## config.mk

```make
export PLATFORM = sky130hd
export DESIGN_NAME = adcseq_sequencer
export DESIGN_NICKNAME = d
export VERILOG_FILES = /design/src/logic/adcseq_sequencer.v
export VERILOG_INCLUDE_DIRS = /design/src /design/src/include
export SDC_FILE = /design/constraint.sdc
export NUM_CORES = 1
export LEC_CHECK = 0
export ABC_AREA = 1
export BUFFER_PORTS_ARGS = -buffer_cell sky130_fd_sc_hd__buf_2
export CORE_MARGIN = 10
export CORE_UTILIZATION = 37
export CTS_BUF_LIST = sky130_fd_sc_hd__clkbuf_16
export DETAILED_ROUTE_END_ITERATION = 12
export PLACE_DENSITY = 0.61
export SYNTH_ARGS = -nofsm -noshare
export SYNTH_HDL_FRONTEND = slang
export SYNTH_SLANG_ARGS = --single-unit
```

## constraint.sdc

```tcl
create_clock -name MCLK_I -period 2.55 [get_ports MCLK_I]
set_input_delay 0.51 -clock MCLK_I [delete_from_list [all_inputs] [get_ports MCLK_I]]
set_output_delay 0.51 -clock MCLK_I [all_outputs]
set_load 0.01 [all_outputs]
```

## src/include/adcseq_regs.vh

```
// adcseq_regs.vh: field layout, codes and reset value of the sequence control
// register used by the adc conversion sequencer.
// assumes: included by bare name from the logic files, definitions only.
`ifndef ADCSEQ_REGS_VH
`define ADCSEQ_REGS_VH

// ------------------------------------------------------------------
// adc_sequence_control fields
// ------------------------------------------------------------------
`define ADCSEQ_CTRL_W        8
`define ADCSEQ_CTRL_RESET    8'h00
`define ADCSEQ_CAL_BIT       7
`define ADCSEQ_MODE_HI       6
`define ADCSEQ_MODE_LO       5
`define ADCSEQ_CSEL_HI       4
`define ADCSEQ_CSEL_LO       3
`define ADCSEQ_SSEL_HI       2
`define ADCSEQ_SSEL_LO       0

// ------------------------------------------------------------------
// measurement mode codes
// ------------------------------------------------------------------
`define ADCSEQ_MODE_CONT     2'h0
`define ADCSEQ_MODE_SNAP     2'h1
`define ADCSEQ_MODE_SINGLE   2'h2
`define ADCSEQ_MODE_SHUT     2'h3

// ------------------------------------------------------------------
// continuous scan selection codes
// ------------------------------------------------------------------
`define ADCSEQ_CSEL_ALL      2'h0
`define ADCSEQ_CSEL_SENSE    2'h1
`define ADCSEQ_CSEL_AUX12    2'h2
`define ADCSEQ_CSEL_AUX1234  2'h3

// ------------------------------------------------------------------
// snapshot selection codes
// ------------------------------------------------------------------
`define ADCSEQ_SSEL_S1       3'h0
`define ADCSEQ_SSEL_S2       3'h1
`define ADCSEQ_SSEL_AUX1     3'h2
`define ADCSEQ_SSEL_AUX2     3'h3
`define ADCSEQ_SSEL_AUX3     3'h4
`define ADCSEQ_SSEL_AUX4     3'h5
`define ADCSEQ_SSEL_SENSE    3'h6
`define ADCSEQ_SSEL_AUX12    3'h7

// ------------------------------------------------------------------
// voltage converter channel numbers and masks (bit n = channel n)
// ------------------------------------------------------------------
`define ADCSEQ_CH_W          3
`define ADCSEQ_CH_LAST       5
`define ADCSEQ_MASK_ALL      6'h3f
`define ADCSEQ_MASK_SENSE    6'h03
`define ADCSEQ_MASK_AUX12    6'h0c
`define ADCSEQ_MASK_AUX1234  6'h3c
`define ADCSEQ_MASK_NONE     6'h00

// ------------------------------------------------------------------
// worked control values
// ------------------------------------------------------------------
`define ADCSEQ_VAL_FASTSENSE 8'h88
`define ADCSEQ_VAL_SNAPAUX12 8'h27

`endif

```

## src/logic/adcseq_sequencer.v

```verilog
// adcseq_sequencer.v: conversion sequencer for two current converters and one
// multiplexed voltage converter, steered by the 8-bit sequence control register.
// assumes: one 250 MHz clock, synchronous active-high reset, a serial
// management front end that presents each completed control write as a
// one-cycle strobe, and converters that answer each start with a done pulse.

`include "adcseq_regs.vh"

module adcseq_sequencer (
   input  wire       MCLK_I,
   input  wire       SYS_RST_I,
   input  wire       CTRL_WR_I,
   input  wire [7:0] CTRL_DATA_I,
   input  wire       VCONV_DONE_I,
   input  wire       ICONV_DONE_I,
   output wire [7:0] CTRL_O,
   output wire       VCONV_START_O,
   output wire [2:0] VCONV_CHAN_O,
   output wire       VCONV_BUSY_O,
   output wire       ICONV_START_O,
   output wire       ICONV_CAL_O,
   output wire       ICONV_BUSY_O,
   output wire       POWER_UPD_O,
   output wire       POWER_AUX_O,
   output wire       SHUTDOWN_O
);

   // ------------------------------------------------------------------
   // states
   // ------------------------------------------------------------------
   localparam [1:0] ST_IDLE  = 2'h0;
   localparam [1:0] ST_START = 2'h1;
   localparam [1:0] ST_WAIT  = 2'h2;

   // ------------------------------------------------------------------
   // decode helpers
   // ------------------------------------------------------------------

   // channel mask that the voltage converter walks for a control value
   function [5:0] chan_mask;
      input [7:0] c;
      begin
         case (c[`ADCSEQ_MODE_HI:`ADCSEQ_MODE_LO])
            `ADCSEQ_MODE_CONT: begin
               case (c[`ADCSEQ_CSEL_HI:`ADCSEQ_CSEL_LO])
                  `ADCSEQ_CSEL_AUX1234: chan_mask = `ADCSEQ_MASK_AUX1234;
                  `ADCSEQ_CSEL_AUX12:   chan_mask = `ADCSEQ_MASK_AUX12;
                  `ADCSEQ_CSEL_SENSE:   chan_mask = `ADCSEQ_MASK_SENSE;
                  default:              chan_mask = `ADCSEQ_MASK_ALL;
               endcase
            end
            `ADCSEQ_MODE_SNAP: begin
               case (c[`ADCSEQ_SSEL_HI:`ADCSEQ_SSEL_LO])
                  `ADCSEQ_SSEL_AUX12: chan_mask = `ADCSEQ_MASK_AUX12;
                  `ADCSEQ_SSEL_SENSE: chan_mask = `ADCSEQ_MASK_SENSE;
                  // single input: one-hot on the selected channel
                  default: chan_mask = 6'h01 << c[`ADCSEQ_SSEL_HI:`ADCSEQ_SSEL_LO];
               endcase
            end
            `ADCSEQ_MODE_SINGLE: chan_mask = `ADCSEQ_MASK_ALL;
            default:             chan_mask = `ADCSEQ_MASK_NONE;
         endcase
      end
   endfunction

   // lowest channel in the mask at or above start, msb flags a hit
   function [3:0] first_chan;
      input [5:0] m;
      input [2:0] start;
      integer i;
      begin
         first_chan = 4'h0;
         for (i = `ADCSEQ_CH_LAST; i >= 0; i = i - 1) begin
            if (m[i] && (i >= start)) begin
               first_chan = {1'b1, i[2:0]};
            end
         end
      end
   endfunction

   // whether a finished current conversion refreshes the rail powers
   function power_en;
      input [7:0] c;
      begin
         case (c[`ADCSEQ_MODE_HI:`ADCSEQ_MODE_LO])
            `ADCSEQ_MODE_CONT:   power_en = 1'b1;
            `ADCSEQ_MODE_SINGLE: power_en = 1'b1;
            // only the two pair codes carry power in a snapshot
            `ADCSEQ_MODE_SNAP:   power_en = c[`ADCSEQ_SSEL_HI] & c[`ADCSEQ_SSEL_HI-1];
            default:             power_en = 1'b0;
         endcase
      end
   endfunction

   // whether the power operands are aux 1/2 rather than the sense pins
   function power_aux;
      input [7:0] c;
      begin
         case (c[`ADCSEQ_MODE_HI:`ADCSEQ_MODE_LO])
            `ADCSEQ_MODE_CONT: power_aux = c[`ADCSEQ_CSEL_HI];
            `ADCSEQ_MODE_SNAP: power_aux = (c[`ADCSEQ_SSEL_HI:`ADCSEQ_SSEL_LO] ==
                                            `ADCSEQ_SSEL_AUX12);
            default:           power_aux = 1'b0;
         endcase
      end
   endfunction

   // ------------------------------------------------------------------
   // control register and restart strobe
   // ------------------------------------------------------------------
   reg  [7:0] ctrl;
   reg        restart;
   reg  [1:0] v_st;
   reg  [2:0] v_chan;
   reg  [1:0] i_st;
   reg        i_cal;
   reg        pwr_upd;

   wire [1:0] mode     = ctrl[`ADCSEQ_MODE_HI:`ADCSEQ_MODE_LO];
   wire       cont     = (mode == `ADCSEQ_MODE_CONT);
   wire       shut     = (mode == `ADCSEQ_MODE_SHUT);
   wire       cal_dmnd = ctrl[`ADCSEQ_CAL_BIT];
   wire [5:0] mask     = chan_mask(ctrl);
   wire [3:0] v_first  = first_chan(mask, 3'h0);
   wire [3:0] v_next   = first_chan(mask, v_chan + 3'h1);

   // a write loads the register and restarts both sequencers next cycle;
   // reset also issues a restart so the default scan begins on its own
   always @(posedge MCLK_I) begin
      if (SYS_RST_I) begin
         ctrl    <= `ADCSEQ_CTRL_RESET;
         restart <= 1'b1;
      end else begin
         restart <= CTRL_WR_I;
         if (CTRL_WR_I) begin
            ctrl <= CTRL_DATA_I;
         end
      end
   end

   // ------------------------------------------------------------------
   // voltage converter sequence
   // ------------------------------------------------------------------

   // walk the mask: wrap in continuous scan, halt after last otherwise
   always @(posedge MCLK_I) begin
      if (SYS_RST_I) begin
         v_st   <= ST_IDLE;
         v_chan <= 3'h0;
      end else if (restart) begin
         // abandon whatever was running and begin the new list
         v_chan <= v_first[2:0];
         if (!shut && v_first[3]) begin
            v_st <= ST_START;
         end else begin
            v_st <= ST_IDLE;
         end
      end else begin
         case (v_st)
            ST_START: begin
               v_st <= ST_WAIT;
            end
            ST_WAIT: begin
               if (VCONV_DONE_I) begin
                  if (v_next[3]) begin
                     v_chan <= v_next[2:0];
                     v_st   <= ST_START;
                  end else if (cont) begin
                     v_chan <= v_first[2:0];
                     v_st   <= ST_START;
                  end else begin
                     v_st <= ST_IDLE;
                  end
               end
            end
            default: begin
               v_st <= ST_IDLE;
            end
         endcase
      end
   end

   // ------------------------------------------------------------------
   // current converter sequence
   // ------------------------------------------------------------------

   // each pass is an optional calibration then one conversion; both
   // current converters share the same start and finish together
   always @(posedge MCLK_I) begin
      if (SYS_RST_I) begin
         i_st    <= ST_IDLE;
         i_cal   <= 1'b0;
         pwr_upd <= 1'b0;
      end else begin
         pwr_upd <= 1'b0;
         if (restart) begin
            // on demand or every time, a write is followed by a calibration unless it selects shutdown
            i_cal <= 1'b1;
            if (shut) begin
               i_st <= ST_IDLE;
            end else begin
               i_st <= ST_START;
            end
         end else begin
            case (i_st)
               ST_START: begin
                  i_st <= ST_WAIT;
               end
               ST_WAIT: begin
                  if (ICONV_DONE_I) begin
                     if (i_cal) begin
                        i_cal <= 1'b0;
                        i_st  <= ST_START;
                     end else begin
                        pwr_upd <= power_en(ctrl);
                        if (cont) begin
                           i_cal <= ~cal_dmnd;
                           i_st  <= ST_START;
                        end else begin
                           i_st <= ST_IDLE;
                        end
                     end
                  end
               end
               default: begin
                  i_st <= ST_IDLE;
               end
            endcase
         end
      end
   end

   // ------------------------------------------------------------------
   // outputs
   // ------------------------------------------------------------------
   assign CTRL_O        = ctrl;
   assign VCONV_START_O = (v_st == ST_START);
   assign VCONV_CHAN_O  = v_chan;
   assign VCONV_BUSY_O  = (v_st != ST_IDLE);
   assign ICONV_START_O = (i_st == ST_START);
   assign ICONV_CAL_O   = i_cal;
   assign ICONV_BUSY_O  = (i_st != ST_IDLE);
   assign POWER_UPD_O   = pwr_upd;
   assign POWER_AUX_O   = power_aux(ctrl);
   assign SHUTDOWN_O    = shut;

endmodule // adcseq_sequencer

```

* After elaboration in Yosys (flattened, before gate mapping)
Cells that the tools add are included.
** Word-level totals
- Register bits after elaboration :: 18
- Bits of input ports :: 13
- Output and inout bits :: 19
- Logic and storage cells :: 91
** Cells by class
- Add/subtract/negate cells :: 1
- $lt $le $gt $ge :: 6
- Equality and inequality tests :: 14
- Shift operators :: 1
- Muxes and demuxes :: 38
- Bitwise gates (word level) :: 4
- Reduce and logical (&&, ||, !) cells :: 20
** Operators by type and width (number)
- two-way mux 4 bit :: 12
- one-hot mux 6 bit (3 select lines) :: 2
- two-way mux 3 bit :: 5
- == test 2 bit, second input constant :: 6
- one-hot mux 6 bit (2 select lines) :: 1
- nonzero test 2 bit :: 6
- two-way mux 2 bit :: 5
- two-way mux 1 bit :: 9
- == test 2 x 1 -> 1 bit, second input constant :: 4
- one-hot mux 2 bit (2 select lines) :: 2
- logical AND 1 bit :: 7
- == test 3 bit, second input constant :: 2
- greater-or-equal comparator 1 x 3 -> 1 bit, first input constant :: 2
- greater-or-equal comparator 2 x 3 -> 1 bit, first input constant :: 2
- greater-or-equal comparator 3 bit, first input constant :: 2
- inequality test 3 bit, second input constant :: 2
- << shifter 1 x 3 -> 6 bit, first input constant :: 1
- OR reduction 5 bit :: 1
- one-hot mux 1 bit (2 select lines) :: 2
- adder 3 x 1 -> 3 bit, second input constant :: 1
- inverter 1 bit :: 3
- AND reduction 3 bit :: 1
- nonzero test 3 bit :: 1
- zero test 2 bit :: 1
- other kinds (4) :: 4

* Longest topological paths before layout
- Depth in word-level cells :: 14
- Mapped depth :: 15
- Gate-level depth less buffers :: 15

* Worst setup path after synthesis
Ideal clock, no wire load.
- Path kind :: reg2reg
- Start point :: register v_chan[1], in the netlist VCONV_CHAN_O[1]
- End point :: register v_chan[0], in the netlist VCONV_CHAN_O[0]
- Setup time :: 114 ps
- Arrival :: 1636 ps
- Data required time :: 2436 ps
- Path slack :: 800 ps
- Stages on the path, launching flop included :: 13
- Buffers on the path :: 0
- Cells stage by stage :: dfxtp_1 -> inv_1 -> ha_1 -> a21oi_1 -> nand2_1 -> nand2_2 -> nand2_2 -> nor2_4 -> nand2_2 -> nand2_2 -> nand2_1 -> a21oi_1 -> nor2_1
** On the way
- Longest elaborated chain between the ends :: 13
- Elaborated cells between the ends (all ways) :: 25
- Those cells by class :: 1 x add/sub; 6 x order compare; 10 x mux; 8 x reduce/logical
** Ends and longest elaborated chain
- start: declaration :: RTL line adcseq_sequencer.v:114 : reg [2:0] v_chan;
- start signal: assignment :: RTL line adcseq_sequencer.v:152 : v_chan <= v_first[2:0];
- start signal: assignment :: RTL line adcseq_sequencer.v:166 : v_chan <= v_next[2:0];
- start signal: assignment :: RTL line adcseq_sequencer.v:169 : v_chan <= v_first[2:0];
- adder 3 x 1 -> 3 bit (*) :: RTL line adcseq_sequencer.v:125 : wire [3:0] v_next = first_chan(mask, v_chan + 3'h1);
- greater-or-equal comparator 3 bit :: RTL line adcseq_sequencer.v:74 : if (m[i] && (i >= start)) begin
- logical AND 1 bit :: RTL line adcseq_sequencer.v:74
- two-way mux 4 bit (5 in a row) :: RTL line adcseq_sequencer.v:74
- two-way mux 4 bit (*) :: RTL line adcseq_sequencer.v:74
- two-way mux 3 bit :: RTL line adcseq_sequencer.v:165 : if (v_next[3]) begin
- two-way mux 3 bit :: RTL line adcseq_sequencer.v:164 : if (VCONV_DONE_I) begin
- two-way mux 3 bit :: RTL line adcseq_sequencer.v:159 : case (v_st)
- two-way mux 3 bit :: RTL line adcseq_sequencer.v:150 : end else if (restart) begin
Mark *: on every way between the ends. The rest lies on a longest branch, timed or not. The select of a mux whose other input is x is not followed.
A chain may end at the register's enable or synchronous reset.

* Final worst setup path
Same ends and word-level chain as after synthesis.

==> results.toml <==
[run_status]
status = "complete, no violations"

[cts]
tritoncts = "built"
root_buffer = "clkbuf_16"
clockBufferDepth = 2
cts_hold_buf = 0
cts_max_level = 1
clk_pin_slew_worst_paths_ns = 0.05
cts_resized = 0
cts_buffers = 3
insertion_delay_ns = 0.25
cts_setup_buffers = 0
cts.sinks = 18

[power]
switchingPower_uw = 283.4
clkPwrFrac_pct = 36.0
ir_drop_v = 0.0002056
combPwrFrac_pct = 27.1
p_int_uw = 593.5
power_frac_seq_pct = 36.8
p_per_area_mw_per_mm2 = 566.1
switching_share_pct = 32.32
total_power_uw = 876.9
p_leak_uw = 0.0008025

[drt]
firstDrtPassIters = 4
drtIter0Drc = 85
ant_nets = 0
routed_wl_microns = 3141
vias = 1300
drcViolationCount = 0
vias_per_cell = 4.727
post_drt_wl_per_cell_microns = 11.42

[layout]
syn_to_final_growth_pct = 22.09
fin_nets = 253
drive_above_1_share_pct = 24.02
fin_cells = 275
antenna_cells = 0

[placed_design]
dp_hpwl_microns = 2521
gp_congestion = 0.8353
dp_cells = 272
io_buffers = 31

[timing]
worstMarginPinSlew_ns = 0.3979
tns_ns = 0
max_slew_margin_pct = 73.44
period_needed_ns = 1.847
fin_worst_skew_ns = 0.001311
max_freq_mhz = 541.5
hold_slack_ns = 0.4866
rsz0062_at_grt = "false"
hold_violations = 0
setup_violations = 0
maxSlewViolCount = 0
fin_crit_sh_pct = 72.42

[global_route]
globalRouteTotalUtil_pct = 10.29
grt_pass1_wl_microns = 5457
overflow = 0
antenna_found_initial = 0
grt_max_degree = 17
grt_pass1_vias = 1292

[run]
drv_cap = 0

[worst_setup_path]
setup.worst_path.end_class = "register"
required_ns = 2.69
critical_path.endpoint = "VCONV_CHAN_O[0]"
cp_data_arrival_time_ns = 1.99
critical_path_class = "reg -> reg"
rr_worst_depth = 12
rrSetupSlack_ns = 0.70
cp-start-kind = "register"
cp_max_fo = 5
crit_path_start = "VCONV_CHAN_O[1]"
r2r-end = "VCONV_CHAN_O[0]"
r2r-start = "VCONV_CHAN_O[1]"

[worst_hold_path]
min_path_type = "in -> reg"
min-delay-start = "CTRL_DATA_I[7]"

[logic_synthesis]
yosysTopAreaCell = "dfxtp_1"
yosysUniqueCellTypes = 25
synth.avg_cell_area_sq_um = 6.440
synth_top_cells_by_count = "nand2_1, inv_1, a21oi_1"
ys_seq_area_share_pct = 28.40
synth-seq-cells = 18
synth-edff-count = 0
syn_inst = 197
synth_ff_type = "dfxtp_1"
ys_top_cells_by_area = "dfxtp_1, nand2_1, ha_1"
yosysTopAreaCellShare_pct = 28.40
yosys.cell_count.top_type = "nand2_1"
yosysWarnings = 0
syn_area_sq_mm = 0.001269
async_reset_ff_share_pct = 0
synth_nets = 219

[die]
rows = 21
floorplan.initialDensity_pct = 38.02
die_x_microns = 78.56
die_h_microns = 78.56
core_sq_mm = 0.003337
die_area_sq_mm = 0.006171
pin_count = 32
## sequential cells by signal, summed over array words and instances, names as in the netlist
name	flops
POWER_UPD_O	1
v_st	2
CTRL_O	8
restart	1
ICONV_CAL_O	1
VCONV_CHAN_O	3
i_st	2
## worst max-delay path, cell delays in order, from the launching register on
cell and delay [ns]:
dfxtp_1 0.39, inv_1 0.06, ha_1 0.30, a21oi_1 0.21, nand2_1 0.09, nand2_2 0.09, nand2_2 0.08, nor2_4 0.14
nand2_2 0.06, nand2_2 0.08, nand2_1 0.06, a21oi_1 0.13, nor2_1 0.04
## final cells by class
class                   count  area, sq um
well taps                  46        57.56
repair buffers             31        155.1
multi-input cells         146        784.5
flip-flops and latches     18        360.3
inverters                  31        116.4
clock buffers               3        75.07
fillers                   378         1788
## worst min-delay path by stage
stage | endpoint | cells after the start | slack, ns
detailed placement | v_st[1] | 2 | 0.50
CTS | CTRL_O[7] | 3 | 0.49
global route | CTRL_O[7] | 3 | 0.53
global placement | v_st[1] | 2 | 0.50
finish | CTRL_O[7] | 3 | 0.49
floorplan | v_st[1] | 2 | 0.47
## cells in the final DEF, fill, tap and decap left out, drive strengths merged, types with 3 or more instances in the layout
cell type  count
nand3         12
nand2         57
nor3           5
buf           31
ha             9
o21ai         13
a21oi         19
nor2          22
inv           30
clkbuf         3
dfxtp         18
## power groups by stage
stage	Clock, uW	Combinational [uW]	Sequential (uW)
4_1_cts	323	240	324
2_1_floorplan	0	167	332
5_1_grt	331	276	327
3_5_place_dp	0	238	330
6_report	316	238	323
3_3_place_gp	0	240	329
## per-layer routing
layer | part of all wire [%] | wire (microns) | GRT usage (%) | vias to the layer above
met5 | 0 | 0 | 0 | -
met2 | 46 | 1446 | 17.02 | 25
met4 | 0.45 | 14 | 3.226 | 0
met1 | 48 | 1510 | 12.47 | 578
li1 | - | - | - | 695
met3 | 5.4 | 170 | 3.075 | 2
## cells by family after synthesis
family / Yosys count / synth area share [%]
AOI/OAI and AO/OA: 37 / 15.98
xor gates and xnor gates: 1 / 1.282
adders and majority gates: 9 / 8.876
buffers and inverters: 33 / 9.763
DFF: 18 / 28.40
and+or+nand+nor: 99 / 35.70
## through the flow
step	area, sq um	util [%]	setup WS (ns)
final	1549	46.42	0.7033
after global routing	1549	46.42	0.4254
after CTS	1549	46.42	0.6718
after detailed placement	1474	44.17	0.6903
after global placement	1474	44.17	0.7024
after floorplan	1269	-	0.7999
(Power assumes the default switching activity.)
